## config.mk

```make
export PLATFORM = sky130hd
export DESIGN_NAME = wtiu_top
export DESIGN_NICKNAME = d
export VERILOG_FILES = /design/src/core/wtiu_top.v
export VERILOG_INCLUDE_DIRS = /design/src /design/src/core
export SDC_FILE = /design/constraint.sdc
export NUM_CORES = 1
export LEC_CHECK = 0
export BUFFER_PORTS_ARGS = -buffer_cell sky130_fd_sc_hd__buf_2
export CORE_MARGIN = 2
export CORE_UTILIZATION = 30
export DETAILED_ROUTE_END_ITERATION = 6
export GPL_TIMING_DRIVEN = 0
export SLEW_MARGIN = 0
export SYNTH_ARGS = -nofsm -noshare
export SYNTH_HDL_FRONTEND = slang
export SYNTH_SLANG_ARGS = --single-unit
export TNS_END_PERCENT = 50
```

## constraint.sdc

```tcl
create_clock -name clk_i -period 1.7 [get_ports clk_i]
set_input_delay 0.085 -clock clk_i [delete_from_list [all_inputs] [get_ports clk_i]]
set_output_delay 0.085 -clock clk_i [all_outputs]
set_load 0.02 [all_outputs]
```

## src/core/wtiu_map.vh

```
// Purpose: constants for the waveform trigger input unit
// Assumes: classic wishbone, 32-bit data, byte addresses
// Notes: included by core/wtiu_top.v
//
// Overview of operation
// the main trigger slope is level, rising, falling or either edge, and level mode acts on the level itself.
// the analog trigger sample is compared against a programmable threshold and that result is what the slope acts on.
// a readable main trigger flag shows whether a trigger was detected.
// a separate readable flag shows whether an auxiliary trigger was detected.
// software selects which digital input serves as the digital trigger source.
// a readable indication is raised while triggers come from the digital io port or the sync link.
// software picks one io port bit between 16 and 31 as the strobe input for the wait for strobe instruction.
// the strobe slope is off, rising or falling, and off never releases a waiting sequencer.
// the party driving the io port must make the configured transition on the chosen bit to release the wait.
// each playback core has a 512 ksample waveform cache from which waveforms are played.
// waveforms beyond the cache are fetched from a 64 or 500 msample main memory during playback.
// every trigger and strobe input is sampled into the sequencer clock and edges are found against the previous sample.
`ifndef WTIU_MAP_VH
`define WTIU_MAP_VH
`define WTIU_ADR_CTRL 8'h00
`define WTIU_ADR_LEVEL 8'h04
`define WTIU_ADR_STATUS 8'h08
`define WTIU_ADR_IRQ_ST 8'h0c
`define WTIU_ADR_IRQ_MASK 8'h10
`define WTIU_ADR_MEMCFG 8'h14
// ctrl fields
`define WTIU_CTRL_SLOPE_LSB 0
`define WTIU_CTRL_DSRC_LSB 2
`define WTIU_CTRL_SIDX_LSB 8
`define WTIU_CTRL_SSLOPE_LSB 12
`define WTIU_CTRL_RST 32'h0000_0001
// slope codes
`define WTIU_SLOPE_LEVEL 2'h0
`define WTIU_SLOPE_RISE 2'h1
`define WTIU_SLOPE_FALL 2'h2
`define WTIU_SLOPE_BOTH 2'h3
`define WTIU_SSLOPE_OFF 2'h0
`define WTIU_SSLOPE_RISE 2'h1
`define WTIU_SSLOPE_FALL 2'h2
// status and irq bits
`define WTIU_ST_MAIN 0
`define WTIU_ST_AUX 1
`define WTIU_ST_DIO 2
`define WTIU_ST_STROBE 3
// memory sizes in ksamples
`define WTIU_CACHE_KSA 32'd512
`define WTIU_MAIN_SMALL_KSA 32'd65536
`define WTIU_MAIN_LARGE_KSA 32'd512000
`endif

```

## src/core/wtiu_top.v

```verilog
// Purpose: trigger, strobe conditioning and waveform fetch steering
// Assumes: all inputs synchronous to clk_i; synchronous active high reset
// Notes: edge detection adds one cycle of latency
//        a strobe edge with no wait pending is dropped, not stored for later
//        ce_i low freezes every flop, the bus included
//
// The implementer's own choices: the address map and the Wishbone register port.
`include "wtiu_map.vh"
module wtiu_top #(
    parameter ADC_W = 12,
    parameter NSRC = 8,
    parameter WADR_W = 30
) (
    // clock, reset, enable
    input wire clk_i,
    input wire rst_i,
    input wire ce_i,
    // wishbone slave
    input wire wb_cyc_i,
    input wire wb_stb_i,
    input wire wb_we_i,
    input wire [7:0] wb_adr_i,
    input wire [3:0] wb_sel_i,
    input wire [31:0] wb_dat_i,
    output reg [31:0] wb_dat_o,
    output reg wb_ack_o,
    // trigger sources
    input wire [ADC_W-1:0] ana_trig_i,
    input wire aux_trig_i,
    input wire [NSRC-1:0] dig_src_i,
    input wire [31:0] digital_io_port_i,
    input wire sync_link_trig_i,
    // sequencer side
    input wire wait_for_strobe_instruction_i,
    input wire [WADR_W-1:0] wave_adr_i,
    output reg main_trig_o,
    output reg dig_trig_o,
    output reg strobe_release_o,
    output reg from_main_mem_o,
    output wire irq_o
);

////////////////////////////////////////////////////////////////////////////////
// registers
reg [31:0] ctrl_q;
reg [ADC_W-1:0] level_q;
reg [3:0] irq_st_q;
reg [3:0] irq_mask_q;
reg main_big_q;
reg st_main_q;
reg st_aux_q;
reg st_dio_q;
reg ana_q;
reg ana_p_q;
reg aux_q;
reg aux_p_q;
reg dsrc_q;
reg dsrc_p_q;
reg stb_q;
reg stb_p_q;
reg sync_q;
reg sync_p_q;
reg [1:0] sw_q;
reg [1:0] sw_d;
reg [31:0] rd_d;

// strobe wait machine, one-hot
localparam [1:0] SW_IDLE = 2'b01;
localparam [1:0] SW_WAIT = 2'b10;

wire [1:0] slope = ctrl_q[`WTIU_CTRL_SLOPE_LSB +: 2];
wire [2:0] dsrc_sel = ctrl_q[`WTIU_CTRL_DSRC_LSB +: 3];
wire [3:0] sidx = ctrl_q[`WTIU_CTRL_SIDX_LSB +: 4];
wire [1:0] sslope = ctrl_q[`WTIU_CTRL_SSLOPE_LSB +: 2];
wire wr = wb_cyc_i & wb_stb_i & wb_we_i & ~wb_ack_o;
wire rd = wb_cyc_i & wb_stb_i & ~wb_we_i & ~wb_ack_o;
wire waiting = (sw_q == SW_WAIT);

////////////////////////////////////////////////////////////////////////////////
// input sampling and edge detection
wire ana_cmp = (ana_trig_i >= level_q);
wire dsrc_bit = dig_src_i[dsrc_sel];
wire stb_bit = digital_io_port_i[{1'b1, sidx}];
always @(posedge clk_i) begin
    if (rst_i) begin
        // level_q resets to zero, so the compare idles high; starting low would fake a rising edge
        ana_q <= 1'b1;
        ana_p_q <= 1'b1;
        {aux_q, aux_p_q, dsrc_q, dsrc_p_q} <= 4'h0;
        {stb_q, stb_p_q, sync_q, sync_p_q} <= 4'h0;
    end else if (ce_i) begin
        ana_q <= ana_cmp;
        ana_p_q <= ana_q;
        aux_q <= aux_trig_i;
        aux_p_q <= aux_q;
        dsrc_q <= dsrc_bit;
        dsrc_p_q <= dsrc_q;
        stb_q <= stb_bit;
        stb_p_q <= stb_q;
        sync_q <= sync_link_trig_i;
        sync_p_q <= sync_q;
    end
end

// edges are judged against the previous sample, so a change needs one settled sample on each side
wire ana_rise = ana_q & ~ana_p_q;
wire ana_fall = ~ana_q & ana_p_q;
reg main_ev;
always @* begin
    case (slope)
        `WTIU_SLOPE_LEVEL: main_ev = ana_q;
        `WTIU_SLOPE_RISE: main_ev = ana_rise;
        `WTIU_SLOPE_FALL: main_ev = ana_fall;
        default: main_ev = ana_rise | ana_fall;
    endcase
end
wire aux_ev = aux_q & ~aux_p_q;
wire dsrc_ev = dsrc_q & ~dsrc_p_q;
wire sync_ev = sync_q & ~sync_p_q;
wire dio_ev = dsrc_ev | sync_ev;
reg stb_ev;
always @* begin
    case (sslope)
        `WTIU_SSLOPE_RISE: stb_ev = stb_q & ~stb_p_q;
        `WTIU_SSLOPE_FALL: stb_ev = ~stb_q & stb_p_q;
        default: stb_ev = 1'b0;
    endcase
end

////////////////////////////////////////////////////////////////////////////////
// sequencer outputs
// the waiting state is held here so a strobe edge before the instruction is ignored
wire release_now = waiting & stb_ev;
// in the wait state the releasing edge wins over a repeated wait instruction
always @* begin
    sw_d = sw_q;
    case (sw_q)
        SW_IDLE: begin
            if (wait_for_strobe_instruction_i)
                sw_d = SW_WAIT;
        end
        SW_WAIT: begin
            if (stb_ev)
                sw_d = SW_IDLE;
        end
        default: sw_d = SW_IDLE;
    endcase
end

// an illegal state code falls back to idle through the default branch above
always @(posedge clk_i) begin
    if (rst_i) begin
        main_trig_o <= 1'b0;
        dig_trig_o <= 1'b0;
        strobe_release_o <= 1'b0;
        sw_q <= SW_IDLE;
    end else if (ce_i) begin
        main_trig_o <= main_ev;
        dig_trig_o <= dio_ev;
        strobe_release_o <= release_now;
        sw_q <= sw_d;
    end
end

// cache holds the low addresses; anything beyond is served from main memory
// the product is formed at 32 bits and cut to the address width on purpose
localparam [31:0] CACHE_SA = `WTIU_CACHE_KSA * 32'd1024;
always @(posedge clk_i) begin
    if (rst_i)
        from_main_mem_o <= 1'b0;
    else if (ce_i)
        from_main_mem_o <= (wave_adr_i >= CACHE_SA[WADR_W-1:0]); // see R10
end
wire [31:0] main_ksa = main_big_q ? `WTIU_MAIN_LARGE_KSA : `WTIU_MAIN_SMALL_KSA;

////////////////////////////////////////////////////////////////////////////////
// status flags and interrupts; set wins over clear
wire [3:0] ev_vec = {release_now, dio_ev, aux_ev, main_ev};
wire [3:0] w1c = (wr && wb_adr_i == `WTIU_ADR_IRQ_ST && wb_sel_i[0]) ? wb_dat_i[3:0] : 4'h0;
wire st_clr = wr && wb_adr_i == `WTIU_ADR_STATUS && wb_sel_i[0];
wire [3:0] irq_st_d;

genvar gi;
generate
    for (gi = 0; gi < 4; gi = gi + 1) begin : g_irq
        // set wins: an event in the cycle of its write-one-to-clear keeps the bit
        assign irq_st_d[gi] = ev_vec[gi] | (irq_st_q[gi] & ~w1c[gi]);
    end
endgenerate

always @(posedge clk_i) begin
    if (rst_i) begin
        irq_st_q <= 4'h0;
    end else if (ce_i) begin
        irq_st_q <= irq_st_d;
    end
end

// level mode sets the main flag on every cycle the level is high
always @(posedge clk_i) begin
    if (rst_i) begin
        st_main_q <= 1'b0;
    end else if (ce_i) begin
        if (main_ev)
            st_main_q <= 1'b1;
        else if (st_clr && wb_dat_i[`WTIU_ST_MAIN])
            st_main_q <= 1'b0;
    end
end

always @(posedge clk_i) begin
    if (rst_i) begin
        st_aux_q <= 1'b0;
    end else if (ce_i) begin
        if (aux_ev)
            st_aux_q <= 1'b1;
        else if (st_clr && wb_dat_i[`WTIU_ST_AUX])
            st_aux_q <= 1'b0;
    end
end

// the dio flag stretches over the event and the trigger pulse it causes
always @(posedge clk_i) begin
    if (rst_i) begin
        st_dio_q <= 1'b0;
    end else if (ce_i) begin
        st_dio_q <= dio_ev | dig_trig_o;
    end
end
assign irq_o = |(irq_st_q & irq_mask_q);

////////////////////////////////////////////////////////////////////////////////
// wishbone slave, one wait-free ack a cycle after the strobe
wire wr_ctrl = wr && (wb_adr_i == `WTIU_ADR_CTRL);
wire wr_level = wr && (wb_adr_i == `WTIU_ADR_LEVEL);
wire wr_mask = wr && (wb_adr_i == `WTIU_ADR_IRQ_MASK) && wb_sel_i[0];
wire wr_memcfg = wr && (wb_adr_i == `WTIU_ADR_MEMCFG) && wb_sel_i[0];

// ack is a single pulse: the ~wb_ack_o term stops a held strobe from being taken twice
always @(posedge clk_i) begin
    if (rst_i) begin
        wb_ack_o <= 1'b0;
    end else if (ce_i) begin
        wb_ack_o <= wb_cyc_i & wb_stb_i & ~wb_ack_o;
    end
end

// ctrl takes the two low byte lanes; the upper half is reserved and keeps its reset value
always @(posedge clk_i) begin
    if (rst_i) begin
        ctrl_q <= `WTIU_CTRL_RST;
    end else if (ce_i && wr_ctrl) begin
        if (wb_sel_i[0])
            ctrl_q[7:0] <= wb_dat_i[7:0];
        if (wb_sel_i[1])
            ctrl_q[15:8] <= wb_dat_i[15:8];
    end
end

// the threshold ignores byte lanes so one write always moves the whole compare value
always @(posedge clk_i) begin
    if (rst_i) begin
        level_q <= {ADC_W{1'b0}};
    end else if (ce_i && wr_level) begin
        level_q <= wb_dat_i[ADC_W-1:0];
    end
end

always @(posedge clk_i) begin
    if (rst_i) begin
        irq_mask_q <= 4'h0;
    end else if (ce_i && wr_mask) begin
        irq_mask_q <= wb_dat_i[3:0];
    end
end

always @(posedge clk_i) begin
    if (rst_i) begin
        main_big_q <= 1'b0;
    end else if (ce_i && wr_memcfg) begin
        main_big_q <= wb_dat_i[0];
    end
end

// read data is held from one read to the next
always @(posedge clk_i) begin
    if (rst_i) begin
        wb_dat_o <= 32'h0000_0000;
    end else if (ce_i && rd) begin
        wb_dat_o <= rd_d;
    end
end

// read mux; unmapped addresses read as zero but are still acknowledged
always @* begin
    case (wb_adr_i)
        `WTIU_ADR_CTRL: rd_d = {16'h0000, 2'b00, sslope, sidx, 3'h0, dsrc_sel, slope};
        `WTIU_ADR_LEVEL: rd_d = {{(32-ADC_W){1'b0}}, level_q};
        `WTIU_ADR_STATUS: rd_d = {28'h000_0000, waiting, st_dio_q, st_aux_q, st_main_q};
        `WTIU_ADR_IRQ_ST: rd_d = {28'h000_0000, irq_st_q};
        `WTIU_ADR_IRQ_MASK: rd_d = {28'h000_0000, irq_mask_q};
        `WTIU_ADR_MEMCFG: rd_d = {main_ksa[30:0], main_big_q};
        default: rd_d = 32'h0000_0000;
    endcase
end

endmodule // wtiu_top

```

==> reports/summary.txt <==
Max Slew Vio Count: 0
Power Density: 779 nW/um2
H-tree Lvls: 3
RSZ-0062 raised after global routing: false
drt first pass iters: 4
ys flop type: dfxtp_1
die area: 13300 um2
clock transition at the registers of the reported paths: 0.06 ns
fin crit period: 1.63 ns
CTS tree: done
placed inst area: 4480 um2
WL final: 11500 um
largest net degree at the start of global routing: 13
synthesis-stage register bit count: 68
Final Cell Area: 4840 um2
fraction of registers with async set/reset: 0
Layout fillers: 1257
area of the multi-input gates: 2100 um2
worst-case clock buffer depth: 2
Overflow after GRT: 0
Initial Util: 0.308
wire length per cell: 15.9 um
Die X: 115 um
antenna-violating nets left: 0
sequential fraction of the synthesis area: 0.366
TNS Setup: 0 ns
Synth Instances: 423
FP Rows: 40
Buffers on Ports: 102
number of setup violations in the final report: 0
Avg Cell Area, Syn: 8.79 um2
Critical Path Start Type: register
Req. time, crit path: 1.92 ns
first-pass GRT wire length: 18400 um
Hold Vio Cnt, Final: 2
DRC viols: 0
Hold Path Sink: aux_q$_SDFFE_PP0P_
Max IR drop VDD: 0.000440 V
vias per std cell: 5.02
crit path max fanout: 3
hold_sp: aux_trig_i
Pleak: 2.07 nW
Worst Hold Slack: -0.00282 ns
Hold Crit Class: in2reg
DR iter-0 viols: 271
outcome: finished, violations left
chip height: 115 um
Post-synth EDFFs: 0
area occupied by registers: 1360 um2
vias in the first global route: 3643
Final nets: 701
failing checks: hold timing
CTS buffer count: 9
fmax: 615 MHz
RR Startpoint: level_q[0]$_SDFFE_PP0P_
IO Count: 173
Max-slew headroom: 0.591
Yosys warning count: 0
worst hold path depth: 3
Clock Sink Count: 68
total core area: 12100 um2
total track usage: 0.180
initial antenna violation count: 0
Root Driver: clkbuf_16
Worst R2R Path Depth: 5
Max Clock Skew: 0.00645 ns
Setup crit end kind: register
Worst Tran Pin Value: 0.614 ns
DP HPWL: 9000 um
Setup Crit Path Kind: reg2reg
clk_lat worst skew: 0.33 ns
R2R setup slack: 0.07 ns
Syn-to-layout area delta: 30.3%
fraction of layout cells with a size suffix above 1: 0.305
period utilization: 0.956
Yosys cell types: 56
DR vias: 3627
ANT cells: 0
CP arrival: 1.84 ns
routability cong.: 0.890
reg-to-reg critical path endpoint: ana_q$_SDFFE_PP1P_
Synth Cell Area: 3720 um2
max_cap viols: 0
cell type report:
class,instances,area share
multi-input cells,297,0.434
flip-flops and latches,68,0.281
repair buffers,106,0.113
plain buffers,42,0.0535
clock buffers,9,0.0465
well taps,168,0.0434
inverters,26,0.0201
clock inverters,6,0.00878
worst max path at each step:
stage	startpoint	end	depth (start not counted)
final	level_q[0]$_SDFFE_PP0P_	ana_q$_SDFFE_PP1P_	5
after global routing	wb_ack_o$_SDFFE_PP0P_	wb_dat_o[11]$_SDFFE_PP0P_	7
after CTS	wb_ack_o$_SDFFE_PP0P_	st_main_q$_SDFFE_PP0P_	5
after detailed placement	wb_adr_i[5]	wb_dat_o[0]$_SDFFE_PP0P_	6
after global placement	wb_adr_i[5]	wb_dat_o[0]$_SDFFE_PP0P_	6
after floorplan	wb_ack_o$_SDFFE_PP0P_	wb_dat_o[10]$_SDFFE_PP0P_	7
synth_stat cells, types with 4 or more instances:
| cell | instances | area share |
|---|---|---|
| a21oi_1 | 42 | 0.057 |
| a22oi_1 | 11 | 0.022 |
| buf_2 | 6 | 0.0081 |
| buf_4 | 17 | 0.034 |
| clkbuf_1 | 16 | 0.016 |
| dfxtp_1 | 68 | 0.37 |
| ha_1 | 16 | 0.054 |
| inv_1 | 26 | 0.026 |
| mux2i_1 | 25 | 0.067 |
| mux4_2 | 6 | 0.036 |
| nand2_1 | 21 | 0.021 |
| nand2b_1 | 8 | 0.013 |
| nand3_1 | 26 | 0.035 |
| nand3b_1 | 6 | 0.012 |
| nor2_1 | 36 | 0.036 |
| nor2b_1 | 4 | 0.0067 |
| o21ai_0 | 21 | 0.028 |
| o41ai_1 | 6 | 0.014 |
| or3_1 | 5 | 0.0084 |
per-stage QoR:
step | std cells | util | power (mW) | worst slack [ns]
CTS | 721 | 0.396 | 3.79 | 0.00839
global placement | 705 | 0.372 | 2.09 | -0.164
floorplan | 435 | - | 1.91 | 0.0741
detailed placement | 705 | 0.372 | 2.10 | -0.199
global route | 722 | 0.402 | 3.92 | 0.00877
finish | 722 | 0.402 | 3.77 | 0.0749
report_power, final:
part / total (mW) / internal (mW) / switching, mW
Sequential: 1.65 / 1.62 / 0.0225
Clock: 1.70 / 0.977 / 0.718
Combinational: 0.431 / 0.189 / 0.242
Total: 3.77 / 2.79 / 0.983
what timing repair did:
action,4_1_cts,5_1_grt
resized for setup,4,20
endpoints found under the setup margin,22,39
gates cloned,0,0
endpoints found under the hold margin,2,0
setup buffers,0,2
hold buffers,2,0
pin swaps,0,1
worst max-delay path, stage by stage (launching register included):
cell and delay, ns:
dfxtp_1 0.38, ha_1 0.24, nand2b_1 0.14, a2111o_1 0.44
a31oi_4 0.22, a21oi_1 0.09
kinds of logic (layout without fill, tap and decap cells):
group,Yosys count,count (layout),share of synthesized area
fa+ha+maj,16,16,0.0539
buf+inv,70,189,0.0923
mux,33,33,0.114
simple gates,131,131,0.195
compound gates,104,104,0.178
flops,68,68,0.366
other cells,1,13,0.00101
placed cells by master, fill, tap and decap left out, types with 8 or more instances in the layout:
master and n:
clkbuf_16 9, inv_1 26, nor2_1 36, o21ai_0 20, nand3_1 26, mux2i_1 25, buf_4 23, conb_1 13
buf_2 105, nand2_1 21, clkbuf_1 13, a21oi_1 42, a22oi_1 11, nand2b_1 8, dfxtp_1 67, ha_1 16
sequential cells by signal (all words and copies together) (netlist names), 2 cells and up:
signal and count:
wb_dat_o 16, level_q 12, ctrl_q 11, irq_mask_q 4
irq_st_q 4, sw_q 2
layer usage:
metal	vias up	GRT usage	wire [um]
met3	20	0.0358	777
met2	136	0.290	5230
met4	0	0.0691	269
li1	1763	-	-
met5	-	0	0
met1	1708	0.238	5180
Power figures use the tool's default switching activity.
